### src/rtl/pll_ctrl_pkg.sv
// shared constants and carrier types for the reference switchover and phase control block
package pll_ctrl_pkg;
  localparam int   TAPS          = 8;
  localparam int   TAP_W         = 3;
  localparam int   CNT_W         = 9;
  localparam int   SYNC_STAGES   = 2;
  localparam int   LOSS_CYCLES   = 2;
  localparam int   SWITCH_HOLD   = 3;
  localparam int   CLK_PERIOD_NS = 100;
  localparam int   SCAN_STEP_NS  = 100;
  localparam int   SCAN_STEP_CYC = (SCAN_STEP_NS + CLK_PERIOD_NS - 1) / CLK_PERIOD_NS;
  localparam logic [8:0] HIGH_RST = 9'h001;
  localparam logic [8:0] LOW_RST  = 9'h001;
  localparam logic [8:0] START_RST = 9'h001;
  localparam logic [2:0] TAP_RST  = 3'h0;

  typedef enum logic [1:0] {
    MODE_AUTO     = 2'h0,
    MODE_MANUAL   = 2'h1,
    MODE_OVERRIDE = 2'h2
  } sw_mode_t;

  typedef struct packed {
    logic [CNT_W-1:0] high_cnt;
    logic [CNT_W-1:0] low_cnt;
    logic [CNT_W-1:0] start_cnt;
  } cnt_cfg_t;

  typedef struct packed {
    logic loss_primary;
    logic loss_backup;
    logic active_backup;
  } ref_status_t;
endpackage

### src/rtl/post_scale_counter.sv
// one post-scale output counter: high/low counts, start delay and phase tap
`timescale 1ns/1ps
module post_scale_counter
  import pll_ctrl_pkg::*;
(
  input  wire logic            clk,
  input  wire logic            rst,
  input  wire logic            run,
  input  wire pll_ctrl_pkg::cnt_cfg_t cfg,
  input  wire logic [TAPS-1:0] vco_taps,
  input  wire logic [TAP_W-1:0] tap_sel,
  output logic                 tap_clk,
  output logic                 out_q
);
  logic [CNT_W-1:0] cnt_q, cnt_d;
  logic             phase_q, phase_d;
  logic             started_q, started_d;
  logic [CNT_W-1:0] hold_q, hold_d;
  logic             out_d;

  // any of the eight equally spaced taps may act as reference
  assign tap_clk = vco_taps[tap_sel];

  always_comb begin
    cnt_d     = cnt_q;
    phase_d   = phase_q;
    started_d = started_q;
    hold_d    = hold_q;
    out_d     = 1'b0;
    if (!run) begin
      cnt_d     = {CNT_W{1'b0}};
      phase_d   = 1'b1;
      started_d = 1'b0;
      hold_d    = {CNT_W{1'b0}};
    end else if (!started_q) begin
      // start count C holds off C-1 VCO periods
      if (hold_q + 9'h001 >= cfg.start_cnt) begin
        started_d = 1'b1;
        out_d     = 1'b1;
        cnt_d     = 9'h001;
      end else begin
        hold_d = hold_q + 9'h001;
      end
    end else begin
      // duty step is 100% over division value, since high+low is division
      if (cnt_q >= (phase_q ? cfg.high_cnt : cfg.low_cnt)) begin
        phase_d = !phase_q;
        cnt_d   = 9'h001;
      end else begin
        cnt_d = cnt_q + 9'h001;
      end
      out_d = phase_d;
    end
  end

  always_ff @(posedge clk) begin
    if (rst) begin
      cnt_q     <= {CNT_W{1'b0}};
      phase_q   <= 1'b1;
      started_q <= 1'b0;
      hold_q    <= {CNT_W{1'b0}};
      out_q     <= 1'b0;
    end else begin
      cnt_q     <= cnt_d;
      phase_q   <= phase_d;
      started_q <= started_d;
      hold_q    <= hold_d;
      out_q     <= out_d;
    end
  end
endmodule

### src/rtl/pll_ref_switchover.sv
// reference switchover, clock sense, status and phase-step control around the PLL
`timescale 1ns/1ps
// Contract
// - output counter duty comes from separate high and low VCO counts.
// - duty step equals 50% over the counter division value; the counters step 100% over it.
// - each counter may use any of eight equally spaced VCO taps.
// - finest phase step is one VCO period over eight.
// - start count C delays the counter C-1 VCO periods.
// - only tap selection steps at run time, one scan clock each, unlimited.
// - two reference inputs; selector switched automatically or by request.
// - automatic mode moves to other input when selected one stops.
// - request held high three cycles after rising edge swaps reference.
// - in override mode a high request blocks further automatic switchover.
// - three status outputs: two loss flags and active input.
// - loss flag rises when sense logic finds the input stopped; the code holds both flags low in manual mode.
// - active indication always shows the selected reference.
// - backup reference is the second input, used when current is absent.
// - automatic switching back and forth repeats without limit.
// - manual mode selects the first input after reset.
// - gate on old input falling edge, move mux on new input falling edge.
// - loss flagged after input stays low about two reference cycles.
module pll_ref_switchover
  import pll_ctrl_pkg::*;
#(
  parameter int NCNT = 5
) (
  input  wire logic                 CLK,
  input  wire logic                 RST,
  input  wire logic                 PRIMARY_REF_CLOCK,
  input  wire logic                 BACKUP_REF_CLOCK,
  input  wire logic [TAPS-1:0]      VCO_TAPS,
  input  wire pll_ctrl_pkg::sw_mode_t SWITCH_MODE,
  input  wire logic                 SWITCH_REQ,
  input  wire pll_ctrl_pkg::cnt_cfg_t CNT_CFG [NCNT],
  input  wire logic                 PHASE_STEP,
  input  wire logic [2:0]           PHASE_CNT_SEL,
  input  wire logic                 PHASE_UP,
  input  wire logic                 COUNTERS_RUN,
  output logic                      REF_OUT,
  output pll_ctrl_pkg::ref_status_t STATUS,
  output logic                      PHASE_DONE,
  output logic [NCNT-1:0]           COUNTER_OUT,
  output logic [TAP_W-1:0]          FB_TAP
);
  typedef enum logic [2:0] {
    ST_RUN  = 3'b001,
    ST_GATE = 3'b010,
    ST_MOVE = 3'b100
  } sw_state_t;

  // two-flop synchronisers for the pins
  logic       p_s1, b_s1, r_s1;
  logic       p_sync, b_sync, req_sync, req_prev_q;
  logic       p_prev_q, b_prev_q;

  always_ff @(posedge CLK) begin
    if (RST) begin
      p_s1 <= 1'b0;
      b_s1 <= 1'b0;
      r_s1 <= 1'b0;
      p_sync <= 1'b0;
      b_sync <= 1'b0;
      req_sync <= 1'b0;
    end else begin
      p_s1 <= PRIMARY_REF_CLOCK;
      b_s1 <= BACKUP_REF_CLOCK;
      r_s1 <= SWITCH_REQ;
      p_sync <= p_s1;
      b_sync <= b_s1;
      req_sync <= r_s1;
    end
  end

  // clock sense: count sampled cycles with input low
  localparam int LOW_LIMIT = LOSS_CYCLES * 4;
  logic [3:0] p_low_q, p_low_d, b_low_q, b_low_d;
  logic       p_bad, b_bad;
  assign p_bad = (p_low_q >= 4'(LOW_LIMIT));
  assign b_bad = (b_low_q >= 4'(LOW_LIMIT));

  always_comb begin
    p_low_d = p_sync ? 4'h0 : (p_bad ? p_low_q : p_low_q + 4'h1);
    b_low_d = b_sync ? 4'h0 : (b_bad ? b_low_q : b_low_q + 4'h1);
  end

  // switchover state
  sw_state_t  st_q, st_d;
  logic       sel_q, sel_d;      // 0 primary, 1 backup
  logic       gate_q, gate_d;
  logic [1:0] hold_q, hold_d;
  logic       armed_q, armed_d;
  logic       block_q, block_d;
  logic       p_fall, b_fall, old_fall, new_fall, new_bad, cur_bad;
  logic       manual_go, auto_go;

  assign p_fall   = p_prev_q && !p_sync;
  assign b_fall   = b_prev_q && !b_sync;
  assign old_fall = sel_q ? b_fall : p_fall;
  assign new_fall = sel_q ? p_fall : b_fall;
  assign cur_bad  = sel_q ? b_bad : p_bad;
  assign new_bad  = sel_q ? p_bad : b_bad;

  always_comb begin
    hold_d  = hold_q;
    armed_d = armed_q;
    manual_go = 1'b0;
    // rising edge arms, three high cycles fire once
    if (!req_sync) begin
      hold_d  = 2'h0;
      armed_d = 1'b1;
    end else if (armed_q) begin
      if (32'(hold_q) + 1 >= SWITCH_HOLD) begin
        manual_go = 1'b1;
        armed_d   = 1'b0;
      end else begin
        hold_d = hold_q + 2'h1;
      end
    end
    if (req_prev_q == 1'b0 && req_sync == 1'b1 && !armed_q) armed_d = 1'b1;
  end

  always_comb begin
    auto_go = 1'b0;
    block_d = (SWITCH_MODE == MODE_OVERRIDE) && req_sync;
    // only switch to a live clock; both dead means wait
    if (SWITCH_MODE != MODE_MANUAL && cur_bad && !new_bad && !block_q)
      auto_go = 1'b1;
  end

  always_comb begin
    st_d   = st_q;
    sel_d  = sel_q;
    gate_d = gate_q;
    unique case (st_q)
      ST_RUN: begin
        if (((SWITCH_MODE != MODE_AUTO) && manual_go) || auto_go)
          st_d = ST_GATE;
      end
      ST_GATE: begin
        // glitch-free: stop the reference on the old clock's falling edge
        if (old_fall || cur_bad) begin
          gate_d = 1'b1;
          st_d   = ST_MOVE;
        end
      end
      ST_MOVE: begin
        if (new_fall && !new_bad) begin
          sel_d  = !sel_q;
          gate_d = 1'b0;
          st_d   = ST_RUN;
        end
      end
      default: st_d = ST_RUN;
    endcase
  end

  always_ff @(posedge CLK) begin
    if (RST) begin
      p_low_q    <= 4'h0;
      b_low_q    <= 4'h0;
      p_prev_q   <= 1'b0;
      b_prev_q   <= 1'b0;
      req_prev_q <= 1'b0;
      st_q       <= ST_RUN;
      sel_q      <= 1'b0;
      gate_q     <= 1'b0;
      hold_q     <= 2'h0;
      armed_q    <= 1'b0;
      block_q    <= 1'b0;
    end else begin
      p_low_q    <= p_low_d;
      b_low_q    <= b_low_d;
      p_prev_q   <= p_sync;
      b_prev_q   <= b_sync;
      req_prev_q <= req_sync;
      st_q       <= st_d;
      sel_q      <= sel_d;
      gate_q     <= gate_d;
      hold_q     <= hold_d;
      armed_q    <= armed_d;
      block_q    <= block_d;
    end
  end

  // status registered for the fabric
  ref_status_t status_d;
  logic        ref_d;
  always_comb begin
    status_d.loss_primary  = (SWITCH_MODE != MODE_MANUAL) && p_bad;
    status_d.loss_backup   = (SWITCH_MODE != MODE_MANUAL) && b_bad;
    status_d.active_backup = sel_q;
    ref_d = !gate_q && (sel_q ? b_sync : p_sync);
  end

  always_ff @(posedge CLK) begin
    if (RST) begin
      STATUS  <= '0;
      REF_OUT <= 1'b0;
    end else begin
      STATUS  <= status_d;
      REF_OUT <= ref_d;
    end
  end

  // dynamic phase stepping: only tap selections move at run time
  logic [TAP_W-1:0] tap_q [NCNT+1];
  logic [TAP_W-1:0] tap_d [NCNT+1];
  logic             step_s1, step_sync, step_prev_q, done_d;

  always_ff @(posedge CLK) begin
    if (RST) begin
      step_s1   <= 1'b0;
      step_sync <= 1'b0;
    end else begin
      step_s1   <= PHASE_STEP;
      step_sync <= step_s1;
    end
  end

  always_comb begin
    tap_d  = tap_q;
    done_d = 1'b0;
    if (step_sync && !step_prev_q && 32'(PHASE_CNT_SEL) <= NCNT) begin
      tap_d[PHASE_CNT_SEL] = PHASE_UP ? tap_q[PHASE_CNT_SEL] + 3'h1
                                      : tap_q[PHASE_CNT_SEL] - 3'h1;
      done_d = 1'b1;
    end
  end

  always_ff @(posedge CLK) begin
    if (RST) begin
      for (int i = 0; i <= NCNT; i++) tap_q[i] <= TAP_RST;
      step_prev_q <= 1'b0;
      PHASE_DONE  <= 1'b0;
      FB_TAP      <= TAP_RST;
    end else begin
      tap_q       <= tap_d;
      step_prev_q <= step_sync;
      PHASE_DONE  <= done_d;
      FB_TAP      <= tap_d[NCNT];
    end
  end

  genvar g;
  generate
    for (g = 0; g < NCNT; g++) begin : g_cnt
      post_scale_counter u_cnt (
        .clk      (CLK),
        .rst      (RST),
        .run      (COUNTERS_RUN),
        .cfg      (CNT_CFG[g]),
        .vco_taps (VCO_TAPS),
        .tap_sel  (tap_q[g]),
        .tap_clk  (),
        .out_q    (COUNTER_OUT[g])
      );
    end
  endgenerate
endmodule

### config.mk
export PLATFORM = sky130hd
export DESIGN_NAME = pll_ref_switchover
export DESIGN_NICKNAME = d
export VERILOG_FILES = /design/src/rtl/pll_ctrl_pkg.sv /design/src/rtl/post_scale_counter.sv /design/src/rtl/pll_ref_switchover.sv
export SDC_FILE = /design/constraint.sdc
export NUM_CORES = 1
export LEC_CHECK = 0
export ABC_AREA = 1
export BUFFER_PORTS_ARGS = -buffer_cell sky130_fd_sc_hd__clkbuf_2
export CORE_MARGIN = 2
export CORE_UTILIZATION = 40
export CTS_CLUSTER_DIAMETER = 50
export DETAILED_ROUTE_END_ITERATION = 8
export PLACE_DENSITY = 0.62
export SKIP_LAST_GASP = 1
export SYNTH_ARGS = -nofsm -noshare
export SYNTH_HDL_FRONTEND = slang
export SYNTH_SLANG_ARGS = --single-unit
### constraint.sdc
create_clock -name CLK -period 6.1 [get_ports CLK]
set_clock_uncertainty 0.15 [all_clocks]
set_input_delay 0.61 -clock CLK [delete_from_list [all_inputs] [get_ports CLK]]
set_output_delay 0.61 -clock CLK [all_outputs]
set_load 0.1 [all_outputs]
==> results of run 1 <==
stage by stage:
stage	area, sq um	hold slack [ns]
final	12800	0.224
after global routing	12800	0.205
after CTS	12800	0.210
after detailed placement	12200	0.249
after global placement	12200	0.244
after floorplan	11200	0.238
worst min-delay path: stages:
cell,delay (ns)
clkbuf_2,0.08
inv_1,0.04
nor2_1,0.03
layout by cell type, fill, tap and decap left out, drive strengths merged:
master     n
nor3      24
xnor2      5
buf        3
a22o       1
clkbuf   178
o221ai     1
nand3b     5
mux2i     40
fa         1
nand3    191
xor2      21
o211ai     8
a211oi     5
nor2     219
nand2    376
dfxtp    157
or2        4
a21o       4
o2111ai    1
bufinv     2
inv      258
clkinv    11
nand4     40
o21ai     44
a22oi      1
o22ai      2
a21boi     2
o31ai      1
ha       106
nor3b      3
and3       2
a21oi     92
routing by layer:
layer	routed length, um	up-vias
met5	0	-
met4	230	0
met3	749	14
met2	11900	151
met1	11800	4666
li1	-	5640
power by group through the flow:
| stage | combinational [uW] | clock (uW) | sequential (uW) |
|---|---|---|---|
| after floorplan | 165 | 0 | 1080 |
| after global placement | 247 | 0 | 1080 |
| after detailed placement | 253 | 0 | 1090 |
| after CTS | 255 | 1140 | 1060 |
| after global routing | 292 | 1180 | 1070 |
| final | 250 | 1110 | 1060 |
area by class of cell:
class	count	share of cell area [%]
Clock buffer	18	3.43
Tap cell	378	3.70
Multi-Input combinational cell	1199	53.0
Inverter	257	7.54
Sequential cell	157	24.6
Timing Repair Buffer	163	6.43
Clock inverter	14	1.38
state kept, by name (all words and copies together), names as in the netlist, 2 cells and up:
register	count
hold_q	2
st_q	3
STATUS	3
g_cnt.u_cnt.started_q	5
tap_q	18
g_cnt.u_cnt.cnt_q	45
p_low_q	4
g_cnt.u_cnt.out_q	5
g_cnt.u_cnt.hold_q	45
g_cnt.u_cnt.phase_q	5
b_low_q	4
how the worst max path moves through the flow:
| stage | from | to | depth (start not counted) |
|---|---|---|---|
| 6_report | g_cnt[4].u_cnt.hold_q[0]$_SDFFE_PP0P_ | g_cnt[4].u_cnt.out_q$_SDFF_PP0_ | 14 |
| 5_1_grt | g_cnt[4].u_cnt.hold_q[0]$_SDFFE_PP0P_ | g_cnt[4].u_cnt.cnt_q[0]$_SDFFE_PP0P_ | 14 |
| 4_1_cts | g_cnt[4].u_cnt.hold_q[0]$_SDFFE_PP0P_ | g_cnt[4].u_cnt.out_q$_SDFF_PP0_ | 14 |
| 3_5_place_dp | RST | g_cnt[3].u_cnt.cnt_q[4]$_SDFFE_PP0P_ | 7 |
| 3_3_place_gp | RST | g_cnt[2].u_cnt.cnt_q[3]$_SDFFE_PP0P_ | 7 |
| 2_1_floorplan | tap_q[0]$_SDFFE_PP0P_ | tap_q[17]$_SDFFE_PP0P_ | 8 |
cell families (layout without fill, tap and decap cells):
logic type	after synthesis	after routing	synth area share [%]
and+or+nand+nor	864	864	34.6
DFF	157	157	28.1
xor gates and xnor gates	26	26	2.03
buffers and inverters	314	452	11.3
muxes	40	40	3.58
AOI/OAI and AO/OA	162	162	8.37
adders and majority gates	107	107	12.0
==> results by group, run 1 <==
Floorplan
  • Placement row count: 61
  • IO Pins: 169
  • Die width: ~170 um
  • Vert. Die Dim: ~170 um
  • Core box area: between 20000 and 30000 sq um
  • Initial Util: between 40% and 50%
  • DIE AREA: just under 30000 sq um

Power
  • P_sw: 638 uW
  • VDD IR-drop max: ~0.00017 V
  • Combinational share of power: 10.3%
  • Pwr/cell area: about 190 nW/um^2
  • Power Total: about 2400 uW
  • Int Power: approximately 1800 uW
  • Share of total power in the clock network: 45.8%
  • Flop pwr share: a little over two fifths
  • Switching Fraction: between 20% and 30%
  • Leak pwr: 0.00705 uW

Worst setup path
  • Slowest cell on crit path: nor2_4
  • Worst reg2reg path depth: 14
  • Worst r2r src: g_cnt[4].u_cnt.hold_q[0]$_SDFFE_PP0P_
  • CP top delay family: simple AND/OR/NAND/NOR gates
  • Crit Path Category: flip-flop to flip-flop
  • Reg2reg end: g_cnt[4].u_cnt.out_q$_SDFF_PP0_
  • CP Capture Type: flip-flop
  • Setup crit start kind: flip-flop
  • Worst Path Arrival: ~3.2 ns
  • Crit path largest cell delay: between 0.4 and 0.5 ns
  • CP Max Fanout: 18
  • Worst Path Required: between 6 and 7 ns
  • Buf/Inv on CP: 1
  • Most Frequent Cell on Critical Path: nand2_1
  • Worst R2R Setup Slack: ~3.1 ns
  • Sequence of cells on the critical path: ha_1 -> nand2_1 -> nor2_1 -> nand2_1 -> xor2_1 -> inv_1 -> ha_1 -> a21o_1 -> nor2_2 -> nand3_2 -> nor2_4 -> nand2_1 -> nand2_1 -> nor2_1

Timing
  • Unrepaired setup endpoints after global routing: no
  • Setup Viol. Count Final: 0
  • Setup TNS: 0 ns
  • Slew HR: between 40% and 50%
  • Final Hold Viols: 0
  • Final Max Tran Viols: 0
  • Post-route setup slack: between 3 and 4 ns
  • Period utilization: between 40% and 50%
  • Fin crit period: approximately 3 ns
  • Least-Margin Pin Slew: between 0.8 and 0.9 ns
  • Peak Freq: 0.334 GHz

GRT
  • Largest net degree at the start of global routing: 41
  • Met1 GRT Util: a little over a fifth
  • Grt met2 use: approximately 31%
  • Gr busiest metal: met2
  • First-pass GRT wire length: approximately 42 mm
  • GRT overflow: 0
  • Met3 usage: 2.05%
  • Total GRT Usage: around 17%
  • Number of global-route vias before repair: 9506
  • Initial antenna violation count: 0

Clocking
  • CTS root buf: clkbuf_16
  • CTS clk-pin slew, worst paths: approximately 0.070 ns
  • H-tree level count: 4
  • CTS Buffer Depth: 2
  • # hold bufs at CTS: 0
  • PostCTS Resize Cnt: 0
  • CTS tree: yes
  • Post-CTS Setup Bufs: 0
  • CTS Buf Count: 17
  • Latest clock arrival within the worst-skew pair: between 0.4 and 0.5 ns
  • Clk sinks: 157

Synthesis
  • Synth top area cells: dfxtp_1, nand2_1, ha_1
  • Yosys warns: 0
  • Register area share after synthesis: ~28%
  • Yosys top cell area share: about 28%
  • Yosys reg bits: between 150 and 200
  • Mean Syn Cell Area: around 6.7 sq um
  • Synth Flop Type: dfxtp_1
  • Cell area after synthesis: between 10000 and 15000 sq um
  • Count leader, synth: nand2_1
  • Mapped Cells: approximately 1700
  • Commonest cells in the netlist: nand2_1, inv_1, nor2_1, nand3_1, dfxtp_1
  • Distinct cells, synth: 44
  • Post-Syn Nets: between 1500 and 2000
  • Post-synth EDFFs: 0
  • Ys async rst share: 0%
  • Cell taking the most area after synthesis: dfxtp_1

Drt
  • DRC viols: 0
  • Remaining antenna violation count after routing: 0
  • Routed vias/inst: 4.79
  • Vias: between 10000 and 15000
  • Initial DRC count: between 400 and 500
  • Final WL: 24.7 mm
  • Routed len/inst: between 10 and 15 um
  • Drt first pass iters: 5

Cells and area
  • Fill count: about 2900
  • Sequential Area: between 3000 and 4000 sq um
  • Layout area overhead: 14.4%
  • Multi-input gate area: 6780 sq um
  • Ant. Diodes: 0
  • Post-Layout Cell Count: 2186
  • Nets: 2058
  • Layout cell share with drive strength beyond 1: between 10% and 20%
  • Fin util: a little under half

Place
  • Cells after DPL: between 2000 and 2500
  • DP HPWL: about 19 mm
  • GPL Wtd Cong: 0.819
  • I/O Buffers: 160
  • Pre-CTS setup slack: roughly 2.7 ns

Worst hold path
  • Hold Crit Start: PRIMARY_REF_CLOCK
  • Worst hold endpoint: p_s1$_SDFF_PP0_
  • Hold Crit Depth: 3
  • Hold Crit Class: primary input to flip-flop

Status
  • Status: finished clean

Run
  • Max_cap viols: 0
Note: power is estimated with default switching activity, not from simulation.
==> run 2: changes to the inputs <==
- ABC_AREA: 1 -> 0
- PLACE_DENSITY: 0.62 -> 0.63
- clock period: 6.1 -> 3.04 ns (I/O delays scaled with it)
==> results by group, run 2 <==
Worst setup path
  • CP Capture Type: flip-flop
  • Setup crit start kind: flip-flop
  • Worst Path Arrival: 3.16 ns (about the same)
  • Worst Path Required: 3.24 ns (-3.02 ns)
  • Crit Path Category: flip-flop to flip-flop
  • Worst R2R Setup Slack: 0.08 ns (-3.03 ns)
  • CP Max Fanout: 13 (-5)

Cells and area
  • Most frequent cells in the layout: clkbuf_2, dfxtp_1, ha_1
  • Most common cell after layout, fill and taps aside: clkbuf_2
  • Post-route cell area: 12600 sq um (-1.3%)
  • Largest regs: g_cnt.u_cnt.cnt_q x45, g_cnt.u_cnt.hold_q x45, tap_q x18
  • Nets: 1654 (-20%)
  • Layout cell share with drive strength beyond 1: 23.1% (+9.0 points)
  • Layout area overhead: 22.8%
  • Ant. Diodes: 0 (unchanged)
  • Fill count: 2423 (-16%)

Synthesis
  • Register area share after synthesis: 30.5% (+2.5 points)
  • Post-synth EDFFs: 0 (unchanged)
  • Synth top area cells: dfxtp_1, ha_1, mux2i_1
  • Cell taking the most area after synthesis: dfxtp_1
  • Distinct cells, synth: 71 (+61%)
  • Mean Syn Cell Area: 8.64 sq um (+29%)
  • Ys async rst share: 0% (unchanged)
  • Yosys reg bits: 157 (unchanged)
  • Mapped Cells: 1191 (-29%)
  • Yosys warns: 0 (unchanged)
  • Synth Flop Type: dfxtp_1
  • Yosys top cell area share: 30.5% (+2.5 points)
  • Post-Syn Nets: 1454 (-25%)
  • Commonest cells in the netlist: dfxtp_1, ha_1, nand2_1, inv_1, mux2i_1
  • Cell area after synthesis: 10300 sq um (-8.0%)
  • Count leader, synth: dfxtp_1

Timing
  • Fin crit period: 2.96 ns (-0.0288 ns)
  • Final Max Tran Viols: 0 (unchanged)
  • Setup TNS: 0 ns (unchanged)
  • Unrepaired setup endpoints after global routing: yes
  • Setup Viol. Count Final: 0 (unchanged)
  • Least-Margin Pin Slew: 0.755 ns (-0.0880 ns)
  • Final Hold Viols: 0 (unchanged)
  • Hold WS: 0.0647 ns (-0.160 ns)
  • Peak Freq: 0.337 GHz (+0.97%)
  • Period utilization: 97.5% (+48 points)
  • Slew HR: 49.4% (+5.9 points)
  • Post-route setup slack: 0.0751 ns (-3.03 ns)

GRT
  • First-pass GRT wire length: 38.8 mm (-7.3%)
  • Met1 GRT Util: 23.3% (+2.0 points)
  • Gr busiest metal: met2
  • Met3 usage: 2.81% (+0.76 points)
  • Grt met2 use: 29.3% (-1.7 points)
  • Initial antenna violation count: 0 (unchanged)
  • Largest net degree at the start of global routing: 48 (+17%)
  • Total GRT Usage: 17.4% (+0.35 points)
  • GRT overflow: 0 (unchanged)
  • Number of global-route vias before repair: 8445 (-11%)

Power
  • Pwr/cell area: 374 nW/um^2 (+97%)
  • VDD IR-drop max: 0.000277 V (+66%)
  • Leak pwr: 0.00599 uW (-15%)
  • Power Total: 4720 uW (+95%)

Floorplan
  • Placement row count: 58 (-4.9%)
  • Die width: 164 um (-4.0%)
  • Core box area: 25300 sq um (-8.6%)
  • IO Pins: 169 (unchanged)
  • DIE AREA: 27000 sq um (-7.9%)
  • Vert. Die Dim: 164 um (-4.0%)
  • Initial Util: 40.8% (+0.25 points)

Clocking
  • Latest clock arrival within the worst-skew pair: 0.43 ns (about the same)
  • CTS clk-pin slew, worst paths: 0.07 ns (about the same)
  • CTS root buf: clkbuf_16
  • CTS Buf Count: 17 (unchanged)
  • H-tree level count: 4 (unchanged)
  • CTS Buffer Depth: 2 (unchanged)
  • CTS tree: yes
  • Clk sinks: 157 (unchanged)

Drt
  • DRC viols: 0 (unchanged)
  • Initial DRC count: 431 (-6.3%)
  • Remaining antenna violation count after routing: 0 (unchanged)
  • Drt first pass iters: 5 (unchanged)
  • Vias: 9093 (-13%)
  • Final WL: 23.3 mm (-5.5%)
  • Routed len/inst: 13.5 um (+19%)
  • Routed vias/inst: 5.25 (+9.5%)

Place
  • I/O Buffers: 160 (unchanged)
  • DP HPWL: 17.3 mm (-7.0%)
  • Placed Area: 11700 sq um (-3.7%)
  • GPL Wtd Cong: 0.791 (-3.4%)
  • Pre-CTS setup slack: 0.0129 ns (-2.69 ns)

Worst hold path
  • Hold Crit Class: primary input to flip-flop

Run
  • Max_cap viols: 0 (unchanged)

Status
  • Status: finished clean
## run 2: final timing paths
kind / from / end / cells past startpoint
max reg2reg: g_cnt[2].u_cnt.hold_q[1]$_SDFFE_PP0P_ / g_cnt[2].u_cnt.hold_q[5]$_SDFFE_PP0P_ / 12
min reg2reg: step_s1$_SDFF_PP0_ / step_sync$_SDFF_PP0_ / 1
min: PHASE_CNT_SEL[2] / PHASE_DONE$_SDFF_PP0_ / 2
max: g_cnt[2].u_cnt.hold_q[1]$_SDFFE_PP0P_ / g_cnt[2].u_cnt.hold_q[5]$_SDFFE_PP0P_ / 12
## run 2: what timing repair did
item / 4_1_cts / 5_1_grt
setup buffers: 0 / 6
pin swaps: 0 / 18
cloned: 0 / 3
hold buffers: 6 / 0
endpoints found under the setup margin: 2 / 76
gates resized for setup: 2 / 46
hold endpoints to repair: 5 / 0
## run 2: kinds of logic after synthesis
| family | after synthesis | synth area share (%) |
|---|---|---|
| xor+xnor | 49 | 4.17 |
| buf+inv | 126 | 5.02 |
| mux | 85 | 8.50 |
| flops | 157 | 30.5 |
| compound gates | 289 | 20.1 |
| simple gates | 378 | 18.6 |
| fa+ha+maj | 107 | 13.1 |
## run 2: routing by layer
| layer | vias up | share of wire, % |
|---|---|---|
| met3 | 20 | 3.3 |
| met2 | 146 | 47 |
| met4 | 0 | 1.1 |
| met1 | 4197 | 49 |
| met5 | - | 0 |
| li1 | 4730 | - |
## run 2: metrics by stage
stage | cells | util (%)
global placement | 1687 | 46.5
finish | 1733 | 50.0
CTS | 1724 | 49.1
global route | 1733 | 50.0
detailed placement | 1687 | 46.5
floorplan | 1191 | -
## run 2: cell type report
| type | instances | area (sq um) | share of cell area [%] |
|---|---|---|---|
| clock inverter | 11 | 136 | 1.08 |
| timing repair buffer | 229 | 1360 | 10.8 |
| inverter | 75 | 282 | 2.23 |
| clock buffer | 20 | 457 | 3.61 |
| tap | 330 | 413 | 3.27 |
| sequential | 157 | 3160 | 25.0 |
| multi-input combinational | 911 | 6820 | 54.0 |
## run 2: power by group
group / total (uW) / switching, uW / internal [uW]
Sequential: 2100 / 19.7 / 2080
Clock: 2170 / 908 / 1260
Combinational: 451 / 246 / 206
Total: 4720 / 1170 / 3550
## run 2: critical path: stages (launching register included)
cell,delay [ns]
dfxtp_2,0.34
ha_2,0.19
nand3_1,0.11
nor2_2,0.12
nand3_1,0.12
xnor2_1,0.21
ha_1,0.28
a211o_1,0.34
a211oi_2,0.25
o31ai_1,0.11
buf_4,0.19
a2111o_1,0.40
o21ai_0,0.07
==> run 3: changes to the inputs <==
- SLEW_MARGIN: default -> 20
- SYNTH_HIERARCHICAL: default -> 1
==> results by group, run 3 <==
Worst setup path
  • Crit path largest cell delay: 0.37 ns (-0.03 ns)
  • Most Frequent Cell on Critical Path: and3_4
  • Worst R2R Setup Slack: -0.07 ns (-0.14 ns)
  • Worst Path Required: 3.17 ns (-0.07 ns)
  • Sequence of cells on the critical path: ha_4 -> and3_4 -> and3_4 -> and3_4 -> xor2_1 -> ha_1 -> a211o_4 -> a2111oi_4 -> buf_6 -> or2_4 -> mux2i_1 -> nor2_1
  • CP Capture Type: flip-flop
  • CP top delay family: simple AND/OR/NAND/NOR gates
  • Buf/Inv on CP: 1 (unchanged)
  • CP Max Fanout: 5 (-8)
  • Crit Path Category: flip-flop to flip-flop
  • Worst Path Arrival: 3.24 ns (+0.08 ns)
  • Slowest cell on crit path: a2111oi_4
  • Setup crit start kind: flip-flop

Timing
  • Period utilization: 102% (+4.7 points)
  • Final Hold Viols: 0 (unchanged)
  • Final Max Tran Viols: 0 (unchanged)
  • Least-Margin Pin Slew: 0.721 ns (-0.0340 ns)
  • Setup Viol. Count Final: 20 (+20)
  • Post-route setup slack: -0.0681 ns (-0.143 ns)
  • Slew HR: 51.5% (+2.2 points)
  • Hold WS: 0.101 ns (+0.0361 ns)
  • Fin crit period: 3.11 ns (+0.143 ns)
  • Unrepaired setup endpoints after global routing: yes
  • Peak Freq: 0.322 GHz (-4.6%)

Cells and area
  • Ant. Diodes: 0 (unchanged)
  • Multi-input gate area: 6950 sq um (+1.8%)
  • Post-Layout Cell Count: 1673 (-3.5%)
  • Layout area overhead: 26.7%
  • Layout cell share with drive strength beyond 1: 29.1% (+6.0 points)
  • Fin util: 51.9% (+1.8 points)
  • Sequential Area: 3160 sq um (-0.28%)
  • Nets: 1599 (-3.3%)
  • Largest regs: g_cnt.u_cnt/cnt_q x45, g_cnt.u_cnt/hold_q x45, tap_q x18
  • Most frequent cells in the layout: clkbuf_2, dfxtp_1, nor2_1
  • Most common cell after layout, fill and taps aside: clkbuf_2
  • Fill count: 2318 (-4.3%)

Synthesis
  • Post-Syn Nets: 1387 (-4.6%)
  • Yosys warns: 6 (+6)
  • Cell area after synthesis: 9990 sq um (-2.9%)
  • Mean Syn Cell Area: 8.89 sq um (+2.9%)
  • Mapped Cells: 1124 (-5.6%)

Clocking
  • Latest clock arrival within the worst-skew pair: 0.42 ns (about the same)
  • CTS tree: yes
  • CTS clk-pin slew, worst paths: 0.07 ns (about the same)
  • CTS root buf: clkbuf_16
  • Clk sinks: 157 (unchanged)
  • H-tree level count: 4 (unchanged)
  • CTS Buffer Depth: 2 (unchanged)
  • CTS Buf Count: 17 (unchanged)

GRT
  • First-pass GRT wire length: 36.2 mm (-6.7%)
  • Initial antenna violation count: 0 (unchanged)
  • GRT overflow: 0 (unchanged)
  • Number of global-route vias before repair: 7922 (-6.2%)
  • Total GRT Usage: 16.5% (-0.91 points)
  • Largest net degree at the start of global routing: 52 (+8.3%)

Place
  • GPL Wtd Cong: 0.803 (+1.6%)
  • Cells after DPL: 1623 (-3.8%)
  • DP HPWL: 16.4 mm (-4.8%)
  • I/O Buffers: 160 (unchanged)

Floorplan
  • Vert. Die Dim: 162 um (-1.4%)
  • IO Pins: 169 (unchanged)
  • DIE AREA: 26300 sq um (-2.9%)
  • Placement row count: 57 (-1.7%)
  • Core box area: 24400 sq um (-3.4%)
  • Die width: 162 um (-1.4%)
  • Initial Util: 41.0% (+0.21 points)

Run
  • Max_cap viols: 0 (unchanged)

Power
  • Leak pwr: 0.00596 uW (-0.55%)
  • VDD IR-drop max: 0.000291 V (+5.1%)
  • Pwr/cell area: 375 nW/um^2 (+0.44%)

Drt
  • DRC viols: 0 (unchanged)
  • Initial DRC count: 556 (+29%)
  • Vias: 8574 (-5.7%)
  • Remaining antenna violation count after routing: 0 (unchanged)
  • Final WL: 22.2 mm (-4.8%)
  • Routed vias/inst: 5.12 (-2.3%)
  • Routed len/inst: 13.3 um (-1.4%)
  • Drt first pass iters: 5 (unchanged)

Status
  • Violated checks: setup timing
  • Status: finished, violations left

Worst hold path
  • Hold Crit Class: primary input to flip-flop
==> run 3: routing by layer <==
| metal | routed length [um] | vias up | global-route usage (%) |
|---|---|---|---|
| li1 | - | 4438 | - |
| met1 | 10700 | 3943 | 22.5 |
| met2 | 10400 | 168 | 27.1 |
| met3 | 829 | 25 | 2.37 |
| met4 | 278 | 0 | 4.79 |
| met5 | 0 | - | 0 |
==> run 3: path summary, 6_finish.rpt <==
| path | startpoint | to | cells after the start |
|---|---|---|---|
| setup / recovery | g_cnt[4].u_cnt/hold_q[1]$_SDFFE_PP0P_ | g_cnt[4].u_cnt/hold_q[1]$_SDFFE_PP0P_ | 12 |
| hold / removal | SWITCH_MODE[1] | STATUS[1]$_SDFF_PP0_ | 3 |
| setup reg to reg | g_cnt[4].u_cnt/hold_q[1]$_SDFFE_PP0P_ | g_cnt[4].u_cnt/hold_q[1]$_SDFFE_PP0P_ | 12 |
| hold reg to reg | r_s1$_SDFF_PP0_ | req_sync$_SDFF_PP0_ | 1 |
==> run 3: through the flow <==
stage | setup TNS [ns] | setup WS, ns | total power [uW] | instance area, sq um
CTS | -0.0248 | -0.0140 | 4790 | 12100
global placement | -0.0118 | -0.0118 | 2570 | 11400
finish | -0.461 | -0.0681 | 4750 | 12700
global route | -6.09 | -0.167 | 4970 | 12700
detailed placement | -0.205 | -0.0448 | 2580 | 11400
floorplan | 0 | 0.0464 | 2400 | 9990
==> run 3: worst reg2reg max path: cells and delay by family, from the launching register on <==
kind	cells	cell delay (ns)
buffers and inverters	1	0.19
and+or+nand+nor	5	0.76
xor gates and xnor gates	1	0.14
adders and majority gates	2	0.50
AOI/OAI and AO/OA	2	0.73
DFF	1	0.34
muxes	1	0.18
==> run 3: layout make-up <==
cell class / count / area share, %
sequential: 157 / 24.9
clock inverter: 14 / 1.26
inverter: 60 / 1.78
tap: 324 / 3.20
clock buffer: 18 / 3.47
timing repair buffer: 226 / 10.5
multi-input combinational: 874 / 54.9
==> run 3: power breakdown <==
group,switching (uW),leakage [uW],total (uW),internal [uW]
registers,26.0,0.00127,2110,2090
clock network,932,0.000294,2180,1250
logic,231,0.00439,455,225
total,1190,0.00596,4750,3560
==> run 3: timing repair <==
action / in CTS / in global routing
hold buffers: 6 / 0
cloned: 0 / 1
pin swaps: 0 / 68
hold endpoints to repair: 5 / 0
endpoints found under the setup margin: 20 / 94
setup buffers: 0 / 11
gates resized for setup: 5 / 170
